`config.mk`:
```
export PLATFORM = sky130hd
export DESIGN_NAME = wptx_phase_ctrl
export DESIGN_NICKNAME = d
export VERILOG_FILES = /design/src/hw/wptx_pkg.sv /design/src/hw/wptx_phase_ctrl.sv
export SDC_FILE = /design/constraint.sdc
export NUM_CORES = 1
export LEC_CHECK = 0
export ABC_AREA = 1
export BUFFER_PORTS_ARGS = -buffer_cell sky130_fd_sc_hd__clkbuf_2
export CORE_ASPECT_RATIO = 1.1
export CORE_UTILIZATION = 29
export DETAILED_ROUTE_END_ITERATION = 10
export GPL_ROUTABILITY_DRIVEN = 0
export SLEW_MARGIN = 10
export SYNTH_ARGS = -nofsm -noshare
export SYNTH_HDL_FRONTEND = slang
export SYNTH_SLANG_ARGS = --single-unit
```
`constraint.sdc`:
```
create_clock -name clk_sys -period 3.6 [get_ports clk_sys]
set_clock_uncertainty 0.15 [all_clocks]
set_input_delay 0.72 -clock clk_sys [delete_from_list [all_inputs] [get_ports clk_sys]]
set_output_delay 0.72 -clock clk_sys [all_outputs]
set_load 0.005 [all_outputs]
```
`src/hw/wptx_pkg.sv`:
```
/*
 * Package for the power transmitter phase controller: packet headers,
 * frequency and duty figures, timing constants and phase states.
 * Assumes a 50 MHz system clock.
 */
package wptx_pkg;

	// ----------------------------------------------------------------
	// Clock and timing
	// ----------------------------------------------------------------
	localparam int CLK_HZ = 50_000_000;
	localparam int SEL_PINGS_PER_SEC = 2;
	localparam int SEL_PERIOD_CYC = CLK_HZ / SEL_PINGS_PER_SEC;
	localparam int BURST_US = 100;
	localparam int BURST_CYC = (BURST_US * (CLK_HZ / 1_000_000));

	// ----------------------------------------------------------------
	// Inverter operating point, in kHz and percent
	// ----------------------------------------------------------------
	localparam logic [7:0] FREQ_MIN_KHZ = 8'd110;
	localparam logic [7:0] FREQ_MAX_KHZ = 8'd205;
	localparam logic [7:0] FREQ_PING_KHZ = 8'd175;
	localparam logic [6:0] DUTY_NOM_PCT = 7'd50;
	localparam logic [6:0] DUTY_MIN_PCT = 7'd10;

	// ----------------------------------------------------------------
	// Packet headers
	// ----------------------------------------------------------------
	localparam logic [7:0] HDR_SIG_STRENGTH = 8'h01;
	localparam logic [7:0] HDR_END_POWER = 8'h02;
	localparam logic [7:0] HDR_CTRL_ERROR = 8'h03;
	localparam logic [7:0] HDR_RECT_POWER = 8'h04;
	localparam logic [7:0] HDR_CHARGE_STAT = 8'h05;
	localparam logic [7:0] HDR_HOLD_OFF = 8'h06;
	localparam logic [7:0] HDR_PROP_A = 8'h18;
	localparam logic [7:0] HDR_PROP_B = 8'hF2;
	localparam logic [7:0] HDR_IDENT = 8'h71;
	localparam logic [7:0] HDR_EXT_IDENT = 8'h81;
	localparam logic [7:0] HDR_CONFIG = 8'h51;
	localparam int IDENT_EXT_BIT = 7;
	localparam logic [2:0] MAX_OPT_PKTS = 3'd7;

	// ----------------------------------------------------------------
	// Phases
	// ----------------------------------------------------------------
	typedef enum logic [2:0] {
		PH_SLEEP,
		PH_SELECT,
		PH_PING,
		PH_IDCFG,
		PH_POWER,
		PH_REMOVE
	} wptx_phase_e;

	typedef enum logic [1:0] {
		IC_IDENT,
		IC_EXT,
		IC_OPT
	} wptx_idcfg_e;

endpackage : wptx_pkg

```
`src/hw/wptx_phase_ctrl.sv`:
```
/*
 * Phase controller for an inductive power transmitter. Sequences the
 * selection, ping, identification/configuration and power transfer phases,
 * checks packet order and timeouts, and sets the inverter operating point.
 * Assumes a demodulator on the same clock delivers start-bit pulses and whole
 * checksum-valid packets (header plus first message byte) as one-cycle strobes.
 */
// Function
// RULE1: Keep switching frequency between 110 kHz and 205 kHz while regulating power.
// RULE2: At the 205 kHz limit, regulate further by changing duty cycle.
// RULE3: While reset is high, force all control state to defaults.
// RULE4: On reset release, start operation from the initial state.
// RULE5: Active-low enable high means sleep; low means active.
// RULE6: Phases run selection, ping, identification/configuration, power transfer.
// RULE7: Selection sends a brief coil burst twice per second and listens.
// RULE8: Ping drives 175 kHz at 50 percent duty.
// RULE9: Missing signal-strength start bit in ping removes power after a delay.
// RULE10: Signal-strength packet advances to ID/config; other packet terminates power.
// RULE11: Receiver encodes signal strength as unsigned 0 to 255.
// RULE12: ID packet, extended ID if flagged, then configuration packet.
// RULE13: Operating point stays 175 kHz and 50 percent during ID/config.
// RULE14: Up to seven optional hold-off, proprietary or reserved packets before configuration.
// RULE15: Late start bit, late or out-of-sequence packet removes power after a delay.
// RULE16: Power transfer accepts control error, rectified power, charge, end, other packets.
// RULE17: Late first or subsequent control-error packet removes power.
// RULE18: Rectified-power packet must arrive in time after configuration, else remove power.
// RULE19: Wait a settling delay after control error before changing operating point.
// RULE20: Correct packet breaking sequence in power transfer removes power.
// RULE21: Packets are preamble, header, message, checksum.
// RULE22: Timeout windows and removal delay are parameters.
// RULE23: End-power packet removes power and returns to selection.
`timescale 1ns/100ps
`default_nettype none

module wptx_phase_ctrl #(
	parameter int PING_TMO_CYC = 1_000_000, // see RULE22
	parameter int NEXT_TMO_CYC = 1_000_000,
	parameter int CE_FIRST_TMO_CYC = 1_000_000,
	parameter int CE_TMO_CYC = 1_000_000,
	parameter int RP_TMO_CYC = 1_000_000,
	parameter int REMOVE_DLY_CYC = 20,
	parameter int SETTLE_CYC = 20
) (
	// Clock and reset
	input wire logic clk_sys,
	input wire logic sys_rst,
	// Pin input
	input wire logic enable_n,
	// Demodulator, same clock
	input wire logic rx_start_bit,
	input wire logic rx_pkt_valid,
	input wire logic [7:0] rx_header, // see RULE21
	input wire logic [7:0] rx_msg0,
	// Selection sensing, same clock
	input wire logic sense_resp,
	// Inverter operating point
	output logic coil_drive_en,
	output logic [7:0] freq_khz,
	output logic [6:0] duty_pct,
	// Status
	output logic sleep_mode,
	output logic [2:0] phase,
	output logic [7:0] sig_strength
);

	// ----------------------------------------------------------------
	// Pin synchroniser and state
	// ----------------------------------------------------------------
	logic en_n_meta;
	logic en_n_sync;
	wptx_pkg::wptx_phase_e state;
	wptx_pkg::wptx_idcfg_e ic_step;
	logic [24:0] sel_cnt;
	logic [31:0] tmo_cnt;
	logic [31:0] rp_cnt;
	logic rp_pending;
	logic started;
	logic [2:0] opt_cnt;
	logic [31:0] settle_cnt;
	logic settle_busy;
	logic signed [7:0] ce_val;
	logic burst_active;
	logic [31:0] burst_cnt;

	always_ff @(posedge clk_sys) begin
		if (sys_rst) begin
			// Reset to the enabled level so no sleep pulse follows reset.
			en_n_meta <= 1'b0;
			en_n_sync <= 1'b0;
		end else begin
			en_n_meta <= enable_n;
			en_n_sync <= en_n_meta;
		end
	end

	// ----------------------------------------------------------------
	// Packet classification
	// ----------------------------------------------------------------
	logic pkt_optional;
	logic pkt_end;
	logic pkt_ce;
	logic pkt_rp;
	logic pkt_pt_ok;
	logic hdr_known_req;
	always_comb begin
		pkt_end = rx_pkt_valid && (rx_header == wptx_pkg::HDR_END_POWER);
		pkt_ce = rx_pkt_valid && (rx_header == wptx_pkg::HDR_CTRL_ERROR);
		pkt_rp = rx_pkt_valid && (rx_header == wptx_pkg::HDR_RECT_POWER);
		// Headers with a fixed role in the sequence are not optional/reserved.
		hdr_known_req = (rx_header == wptx_pkg::HDR_SIG_STRENGTH) || (rx_header == wptx_pkg::HDR_IDENT)
			|| (rx_header == wptx_pkg::HDR_EXT_IDENT) || (rx_header == wptx_pkg::HDR_CONFIG)
			|| (rx_header == wptx_pkg::HDR_END_POWER) || (rx_header == wptx_pkg::HDR_CTRL_ERROR)
			|| (rx_header == wptx_pkg::HDR_RECT_POWER) || (rx_header == wptx_pkg::HDR_CHARGE_STAT);
		pkt_optional = !hdr_known_req; // see RULE14
		// Power transfer accepts all but the ping and ID/config headers.
		pkt_pt_ok = (rx_header != wptx_pkg::HDR_SIG_STRENGTH) && (rx_header != wptx_pkg::HDR_IDENT)
			&& (rx_header != wptx_pkg::HDR_EXT_IDENT) && (rx_header != wptx_pkg::HDR_CONFIG); // see RULE16
	end

	// ----------------------------------------------------------------
	// Phase sequencer
	// ----------------------------------------------------------------
	logic tmo_hit;
	assign tmo_hit = (tmo_cnt == 32'd0);

	always_ff @(posedge clk_sys) begin
		if (sys_rst) begin // see RULE3
			state <= wptx_pkg::PH_SELECT; // see RULE4
			ic_step <= wptx_pkg::IC_IDENT;
			opt_cnt <= 3'd0;
			started <= 1'b0;
			tmo_cnt <= 32'd0;
			rp_pending <= 1'b0;
			rp_cnt <= 32'd0;
			sig_strength <= 8'h00;
		end else if (en_n_sync) begin // see RULE5
			state <= wptx_pkg::PH_SLEEP;
			rp_pending <= 1'b0;
		end else begin
			unique case (state) // see RULE6
				wptx_pkg::PH_SLEEP: begin
					state <= wptx_pkg::PH_SELECT;
				end
				wptx_pkg::PH_SELECT: begin
					if (burst_active && sense_resp) begin // see RULE7
						state <= wptx_pkg::PH_PING;
						started <= 1'b0;
						tmo_cnt <= 32'(PING_TMO_CYC);
					end
				end
				wptx_pkg::PH_PING: begin
					if (rx_start_bit)
						started <= 1'b1;
					if (rx_pkt_valid) begin
						if (rx_header == wptx_pkg::HDR_SIG_STRENGTH) begin // see RULE10
							sig_strength <= rx_msg0; // see RULE11
							state <= wptx_pkg::PH_IDCFG;
							ic_step <= wptx_pkg::IC_IDENT;
							opt_cnt <= 3'd0;
							started <= 1'b0;
							tmo_cnt <= 32'(NEXT_TMO_CYC);
						end else begin
							state <= wptx_pkg::PH_REMOVE;
							tmo_cnt <= 32'(REMOVE_DLY_CYC);
						end
					end else if (!started && tmo_hit) begin // see RULE9
						state <= wptx_pkg::PH_REMOVE;
						tmo_cnt <= 32'(REMOVE_DLY_CYC);
					end else if (!started) begin
						tmo_cnt <= tmo_cnt - 32'd1;
					end
				end
				wptx_pkg::PH_IDCFG: begin
					if (rx_start_bit)
						started <= 1'b1;
					if (rx_pkt_valid) begin // see RULE12
						started <= 1'b0;
						tmo_cnt <= 32'(NEXT_TMO_CYC);
						if (ic_step == wptx_pkg::IC_IDENT && rx_header == wptx_pkg::HDR_IDENT) begin
							ic_step <= rx_msg0[wptx_pkg::IDENT_EXT_BIT] ? wptx_pkg::IC_EXT : wptx_pkg::IC_OPT;
						end else if (ic_step == wptx_pkg::IC_EXT && rx_header == wptx_pkg::HDR_EXT_IDENT) begin
							ic_step <= wptx_pkg::IC_OPT;
						end else if (ic_step == wptx_pkg::IC_OPT && pkt_optional
							&& opt_cnt < wptx_pkg::MAX_OPT_PKTS) begin // see RULE14
							opt_cnt <= opt_cnt + 3'd1;
						end else if (ic_step == wptx_pkg::IC_OPT && rx_header == wptx_pkg::HDR_CONFIG) begin
							state <= wptx_pkg::PH_POWER;
							tmo_cnt <= 32'(CE_FIRST_TMO_CYC);
							rp_pending <= 1'b1; // see RULE18
							rp_cnt <= 32'(RP_TMO_CYC);
						end else begin // see RULE15
							state <= wptx_pkg::PH_REMOVE;
							tmo_cnt <= 32'(REMOVE_DLY_CYC);
						end
					end else if (!started && tmo_hit) begin // see RULE15
						state <= wptx_pkg::PH_REMOVE;
						tmo_cnt <= 32'(REMOVE_DLY_CYC);
					end else if (!started) begin
						tmo_cnt <= tmo_cnt - 32'd1;
					end
				end
				wptx_pkg::PH_POWER: begin
					if (pkt_end) begin // see RULE23
						state <= wptx_pkg::PH_SELECT;
						rp_pending <= 1'b0;
					end else if (rx_pkt_valid && !pkt_pt_ok) begin // see RULE20
						state <= wptx_pkg::PH_SELECT;
						rp_pending <= 1'b0;
					end else if (tmo_hit || (rp_pending && rp_cnt == 32'd0)) begin // see RULE17
						state <= wptx_pkg::PH_SELECT;
						rp_pending <= 1'b0;
					end else begin
						tmo_cnt <= pkt_ce ? 32'(CE_TMO_CYC) : tmo_cnt - 32'd1; // see RULE17
						if (pkt_rp)
							rp_pending <= 1'b0; // see RULE18
						else if (rp_pending)
							rp_cnt <= rp_cnt - 32'd1;
					end
				end
				wptx_pkg::PH_REMOVE: begin
					if (tmo_hit)
						state <= wptx_pkg::PH_SELECT;
					else
						tmo_cnt <= tmo_cnt - 32'd1;
				end
			endcase
		end
	end

	// ----------------------------------------------------------------
	// Selection burst timer
	// ----------------------------------------------------------------
	always_ff @(posedge clk_sys) begin
		if (sys_rst || state != wptx_pkg::PH_SELECT) begin
			sel_cnt <= 25'd0;
			burst_cnt <= 32'd0;
			burst_active <= 1'b0;
		end else if (sel_cnt == 25'd0) begin // see RULE7
			// A burst opens each selection period, the first one on entry.
			sel_cnt <= 25'd1;
			burst_active <= 1'b1;
			burst_cnt <= 32'(wptx_pkg::BURST_CYC - 1);
		end else begin
			if (sel_cnt == 25'(wptx_pkg::SEL_PERIOD_CYC - 1))
				sel_cnt <= 25'd0;
			else
				sel_cnt <= sel_cnt + 25'd1;
			if (burst_cnt != 32'd0)
				burst_cnt <= burst_cnt - 32'd1;
			else
				burst_active <= 1'b0;
		end
	end

	// ----------------------------------------------------------------
	// Control-error settling and operating point
	// ----------------------------------------------------------------
	always_ff @(posedge clk_sys) begin
		if (sys_rst || state != wptx_pkg::PH_POWER) begin
			settle_busy <= 1'b0;
			settle_cnt <= 32'd0;
			ce_val <= 8'sd0;
		end else if (pkt_ce) begin // see RULE19
			settle_busy <= 1'b1;
			settle_cnt <= 32'(SETTLE_CYC);
			ce_val <= signed'(rx_msg0);
		end else if (settle_busy) begin
			if (settle_cnt == 32'd0)
				settle_busy <= 1'b0;
			else
				settle_cnt <= settle_cnt - 32'd1;
		end
	end

	logic apply_ce;
	// A fresh control error restarts the wait rather than applying the old one.
	assign apply_ce = settle_busy && (settle_cnt == 32'd0) && !pkt_ce; // see RULE19

	always_ff @(posedge clk_sys) begin
		if (sys_rst) begin
			freq_khz <= wptx_pkg::FREQ_PING_KHZ;
			duty_pct <= wptx_pkg::DUTY_NOM_PCT;
		end else if (state != wptx_pkg::PH_POWER) begin // see RULE8
			freq_khz <= wptx_pkg::FREQ_PING_KHZ; // see RULE13
			duty_pct <= wptx_pkg::DUTY_NOM_PCT;
		end else if (apply_ce && ce_val > 0) begin
			// More power: lower frequency, but first restore duty.
			if (duty_pct < wptx_pkg::DUTY_NOM_PCT)
				duty_pct <= duty_pct + 7'd1;
			else if (freq_khz > wptx_pkg::FREQ_MIN_KHZ) // see RULE1
				freq_khz <= freq_khz - 8'd1;
		end else if (apply_ce && ce_val < 0) begin
			if (freq_khz < wptx_pkg::FREQ_MAX_KHZ) // see RULE1
				freq_khz <= freq_khz + 8'd1;
			else if (duty_pct > wptx_pkg::DUTY_MIN_PCT) // see RULE2
				duty_pct <= duty_pct - 7'd1;
		end
	end

	// ----------------------------------------------------------------
	// Outputs
	// ----------------------------------------------------------------
	always_ff @(posedge clk_sys) begin
		if (sys_rst) begin
			coil_drive_en <= 1'b0;
			sleep_mode <= 1'b0;
			phase <= 3'd0;
		end else begin
			coil_drive_en <= (state == wptx_pkg::PH_PING) || (state == wptx_pkg::PH_IDCFG)
				|| (state == wptx_pkg::PH_POWER) || (state == wptx_pkg::PH_REMOVE)
				|| (state == wptx_pkg::PH_SELECT && burst_active);
			sleep_mode <= (state == wptx_pkg::PH_SLEEP);
			phase <= 3'(state);
		end
	end

endmodule : wptx_phase_ctrl

`default_nettype wire

```
# Yosys cells after proc, flatten, opt, wreduce, memory -nomap -nowiden
# Index checks and enable logic that the tools add are counted.
# Widths: inputs -> output; s select.
dict set report word_totals {
  out_inout_bits 28
  inputBits 22
  ff_bits 203
}
dict set report classes {
  n_bitwise 2
  add_sub_neg 10
  muxes 94
  n_lt_le_gt_ge 7
  n_reduce_logical 72
  eq_ne 56
}
# operator count
set ops {}
lappend ops {{$mux 32} 20}
lappend ops {{$pmux 32 s5} 1}
lappend ops {{$sub 32x1->32 const B} 4}
lappend ops {{$mux 20} 5}
lappend ops {{$logic_not 32->1} 3}
lappend ops {{$pmux 32 s2} 1}
lappend ops {{$mux 3} 18}
lappend ops {{$mux 8} 5}
lappend ops {{$ne 2x2->1 const B} 20}
lappend ops {{$mux 7} 5}
lappend ops {{$reduce_bool 32->1} 1}
lappend ops {{$mux 13} 2}
lappend ops {{$add 25x1->25 const B} 1}
lappend ops {{$eq 25x25->1 const B} 1}
lappend ops {{$logic_not 25->1} 1}
lappend ops {{$mux 1} 23}
lappend ops {{$ne 3x3->1 const B} 7}
lappend ops {{$logic_and 1x1->1} 20}
lappend ops {{$pmux 3 s6} 1}
lappend ops {{$reduce_and 6->1} 3}
lappend ops {{$eq 8x2->1 const B} 2}
lappend ops {{$eq 8x3->1 const B} 2}
lappend ops {{$eq 8x7->1 const B} 2}
lappend ops {{$ne 4x4->1 const B} 4}
lappend ops {{47 further kinds} 89}

# Logic depth before layout (Yosys ltp)
dict set report depth {
  word_depth 17
  depth_mapped 18
  depth_no_buf 18
}

# Worst setup path before layout
# OpenSTA, ideal clock, no wires.
dict set report synth_path {
  path_type {input -> register}
  startpoint {input port rx_header[5]}
  endpoint {register freq_khz[7]}
  setup_slack_ns 0.275
  t_arrival_ns 3.042
  stages 16
  setup_ns 0.133
  path_cell_list {inv_1 nand2_1 nor2_4 nand4_2 inv_1 nor2_1 nand4_1 inv_1 ha_1 a21oi_1 nand2_1 nand2_1 and2_0 xnor3_1 nand2_1 nand3_1}
}
dict set report synth_between {
  elab_chain_len 7
  elab_cells_between_ends 12
}
# item line
set synth_rtl {}
lappend synth_rtl {{from (decl)} wptx_phase_ctrl.sv:52} ;# input wire logic [7:0] rx_header,
lappend synth_rtl {{$eq 8x2->1 *} wptx_phase_ctrl.sv:107} ;# pkt_ce = rx_pkt_valid && (rx_header == wptx_pkg::HDR_CTRL_ERROR);
lappend synth_rtl {{$logic_and 1x1->1 *} wptx_phase_ctrl.sv:107}
lappend synth_rtl {{$logic_not 1->1 *} wptx_phase_ctrl.sv:277} ;# assign apply_ce = settle_busy && (settle_cnt == 32'd0) && !pkt_ce;
lappend synth_rtl {{$logic_and 1x1->1 *} wptx_phase_ctrl.sv:277}
lappend synth_rtl {{$logic_and 1x1->1 (on tied branches)} {wptx_phase_ctrl.sv:286, wptx_phase_ctrl.sv:292}}
lappend synth_rtl {{$ne 2x1->1 (no source line) (tied with other cells)} n/a}
lappend synth_rtl {{$reduce_and 4->1 (no source line)} n/a}
lappend synth_rtl {{to (signal assigned)} wptx_phase_ctrl.sv:281} ;# freq_khz <= wptx_pkg::FREQ_PING_KHZ;
lappend synth_rtl {{to (signal assigned)} wptx_phase_ctrl.sv:284} ;# freq_khz <= wptx_pkg::FREQ_PING_KHZ;
lappend synth_rtl {{to (signal assigned)} wptx_phase_ctrl.sv:291} ;# freq_khz <= freq_khz - 8'd1;
lappend synth_rtl {{to (decl)} wptx_phase_ctrl.sv:58} ;# output logic [7:0] freq_khz,
# Every way passes the cells marked *; elsewhere a longest branch is shown, timed or not.
# A chain may end at the register's enable or synchronous reset.

# Worst setup path after layout
dict set report layout_path {
  startpoint {register settle_cnt[0]}
  endpoint {register freq_khz[6]}
}
dict set report layout_between {
  elab_chain_len 6
  elab_cells_between_ends 11
}
# item line
set layout_rtl {}
lappend layout_rtl {{from (decl)} wptx_phase_ctrl.sv:79} ;# logic [31:0] settle_cnt;
lappend layout_rtl {{from (signal assigned)} wptx_phase_ctrl.sv:265} ;# settle_cnt <= 32'(SETTLE_CYC);
lappend layout_rtl {{from (signal assigned)} wptx_phase_ctrl.sv:271} ;# settle_cnt <= settle_cnt - 32'd1;
lappend layout_rtl {{$logic_not 32->1 *} wptx_phase_ctrl.sv:277}
lappend layout_rtl {{$logic_and 1x1->1 * (2 in a row)} wptx_phase_ctrl.sv:277}
lappend layout_rtl {{$logic_and 1x1->1 (on tied branches)} {wptx_phase_ctrl.sv:286, wptx_phase_ctrl.sv:292}}
lappend layout_rtl {{$ne 2x1->1 (no source line) (tied with other cells)} n/a}
lappend layout_rtl {{$reduce_and 4->1 (no source line)} n/a}
# Marked as above.

==> run metrics <==
post-route minimum period 3090 ps; Mapped Nets 2,107; CTS Sinks 203; DR DRC count 0; Post-Syn Area 12,800 µm²; type of the worst setup path reg -> reg; Fill cells 4,730; Max-Slew Margin vs Limit 43.6%; commonest cells after routing, fill and taps aside nand2_1 (522), nor2_1 (358), inv_1 (213); Synth Flop Type dfxtp_1; First DRT Iteration DRCs 840; drt pass-1 iters 5; vias post-DR 12,900; dpl hpwl 24.4 mm; max-cap viol count 0; Post-synth EDFFs 0; # IOs 50; FP Rows 80; Placeable Area 43,400 µm²; async set-reset flop share out of synthesis 0%; Syn Area/Cell 6.19 µm²; IR drop worst, VDD 367 µV; layout cell share with drive strength beyond 1 7.96%; Total Routing Usage GR 14.9%; RSZ-0062 raised after global routing no; slowest CP cell fa_1; Initial Util 29.4%; hold crit path type in -> reg; pwr dens 604 nW/µm²; Post-Synthesis Cells 2,065; diode count 0; YS warnings 0; Via density 4.77; Post-DRT Antenna Nets 0; vias in the first global route 12,100; height of the die 222 µm; Final Hold Vio Count 0; CTS tree built; Max Slew Vio Count 0; Worst Tran Pin Value 846 ps; Req. time, crit path 3920 ps; fmax 0.324 GHz; RR Startpoint settle_cnt[0]$_SDFFE_PP0P_; r2r setup slk 510 ps; PortBufs 49; fin worst setup slack 514 ps; wire per inst 12.5 µm; first-pass GRT wire length 57.5 mm; final wirelength 33.7 mm; antenna violations before repair 0; FF+latch count, synth 203; Hold-fix buffers, CTS 0; grt ovf 0; critical path arrival 3410 ps; Pleak 6.93 nW; Worst path max stage delay 390 ps; post-route setup TNS 0 ps; R2R cell count 16; post-cts sizing count 0; status complete, no violations; CTS buffer count 25; Worst setup startpoint settle_cnt[0]$_SDFFE_PP0P_; CP Launch Type register; Non-Filler Instances 2,697; CTS H-tree lvls 1; setup violators final 0; post-place setup slack 245 ps; Reg2Reg Capture Point freq_khz[6]$_SDFFE_PP0P_; Yosys cell types 48; CP cell instances inv_1, ha_1, inv_1, nor2_1, nand2_1, nor2_1, nand4_1, buf_4, fa_1, o21ai_0, nand2_1, a21oi_1, nor2_1, xnor2_1, nand2_1, a21oi_1; register area share after synthesis 31.8%; Area growth syn-to-layout 13.3%; die area 45,000 µm²; clock transition at the registers of the reported paths 60 ps; NumNets Final 2,150; clk_lat worst skew 540 ps; Crit. End Element register; Placed Instances 2,655; Crit Path Max Fanout 7; Longest Clk Path Bufs 3; Root Buffer clkbuf_16; largest net degree at the start of global routing 75; most common cell after layout, fill and taps aside nand2_1; Tot Pwr 8.76 mW; Post-CTS Setup Inserts 0; Worst setup endpoint freq_khz[6]$_SDFFE_PP0P_; worst hold margin 214 ps; die width 202 µm; period utilization 85.7%
-- flip-flops by register name (all words and copies together), names as in the netlist --
signal	count
state	3
settle_busy	1
burst_active	1
settle_cnt	32
phase	3
en_n_meta	1
opt_cnt	3
ce_val	8
en_n_sync	1
rp_pending	1
sel_cnt	25
rp_cnt	32
started	1
burst_cnt	32
sig_strength	8
freq_khz	8
sleep_mode	1
duty_pct	7
ic_step	2
coil_drive_en	1
tmo_cnt	32
-- synth_stat cells, types with 25 or more instances --
| library cell | n | area, µm² |
|---|---|---|
| dfxtp_1 | 203 | 4060 |
| nand3_1 | 149 | 746 |
| nand2_1 | 522 | 1960 |
| xor2_1 | 68 | 596 |
| or2_2 | 25 | 156 |
| nand4_1 | 44 | 275 |
| inv_1 | 213 | 800 |
| nor3_1 | 48 | 240 |
| a21oi_1 | 162 | 811 |
| nor2_1 | 358 | 1340 |
| clkbuf_1 | 32 | 120 |
| o21ai_0 | 69 | 345 |
-- layer usage --
metal | GRT usage (%) | vias to the layer above | wire length (µm)
li1 | - | 6750 | -
met1 | 19.6 | 5827 | 15800
met2 | 25.1 | 246 | 15500
met3 | 2.01 | 54 | 1410
met4 | 4.90 | 0 | 971
met5 | 0 | - | 0
-- worst min path at each step --
| stage | startpoint | endpoint | cells past startpoint |
|---|---|---|---|
| global route | enable_n | en_n_meta$_SDFF_PP0_ | 3 |
| global placement | en_n_meta$_SDFF_PP0_ | en_n_sync$_SDFF_PP0_ | 2 |
| finish | enable_n | en_n_meta$_SDFF_PP0_ | 3 |
| CTS | enable_n | en_n_meta$_SDFF_PP0_ | 3 |
| floorplan | en_n_meta$_SDFF_PP0_ | en_n_sync$_SDFF_PP0_ | 2 |
| detailed placement | en_n_meta$_SDFF_PP0_ | en_n_sync$_SDFF_PP0_ | 2 |
-- cell families after synthesis --
| group | after synthesis | synth area share, % |
|---|---|---|
| fa+ha+maj | 20 | 2.07 |
| compound gates | 283 | 11.8 |
| mux | 1 | 0.0783 |
| flops | 203 | 31.8 |
| xor+xnor | 84 | 5.86 |
| buf+inv | 280 | 8.64 |
| simple gates | 1194 | 39.8 |
-- metrics by stage --
step | instance area [µm²] | util, %
finish | 14500 | 33.4
global route | 14500 | 33.4
CTS | 14500 | 33.4
detailed placement | 13700 | 31.4
global placement | 13700 | 31.4
floorplan | 12800 | -
-- final cells by class --
class                           count  area (µm²)  share of cell area [%]
Tap cell                          574         718                    4.95
Clock inverter                     10         154                    1.06
Sequential cell                   203        4060                    28.0
Multi-Input combinational cell   1582        7620                    52.6
Inverter                          226         851                    5.87
Timing Repair Buffer               70         403                    2.78
Clock buffer                       32         682                    4.70
-- power breakdown --
| part | internal, mW | leakage (nW) | switching [mW] |
|---|---|---|---|
| Clock | 1.61 | 0.415 | 1.00 |
| Sequential | 2.43 | 1.64 | 0.189 |
| Combinational | 1.12 | 4.87 | 2.41 |
| Total | 5.16 | 6.93 | 3.60 |
-- critical path: cells and delay by family (launching register included) --
| family | cells | cell delay (ps) |
|---|---|---|
| AOI/OAI and AO/OA | 3 | 530 |
| xor gates and xnor gates | 1 | 140 |
| adders and majority gates | 2 | 600 |
| buffers and inverters | 3 | 420 |
| DFF | 1 | 310 |
| and+or+nand+nor | 7 | 860 |
Note: power is estimated with default switching activity, not from simulation.
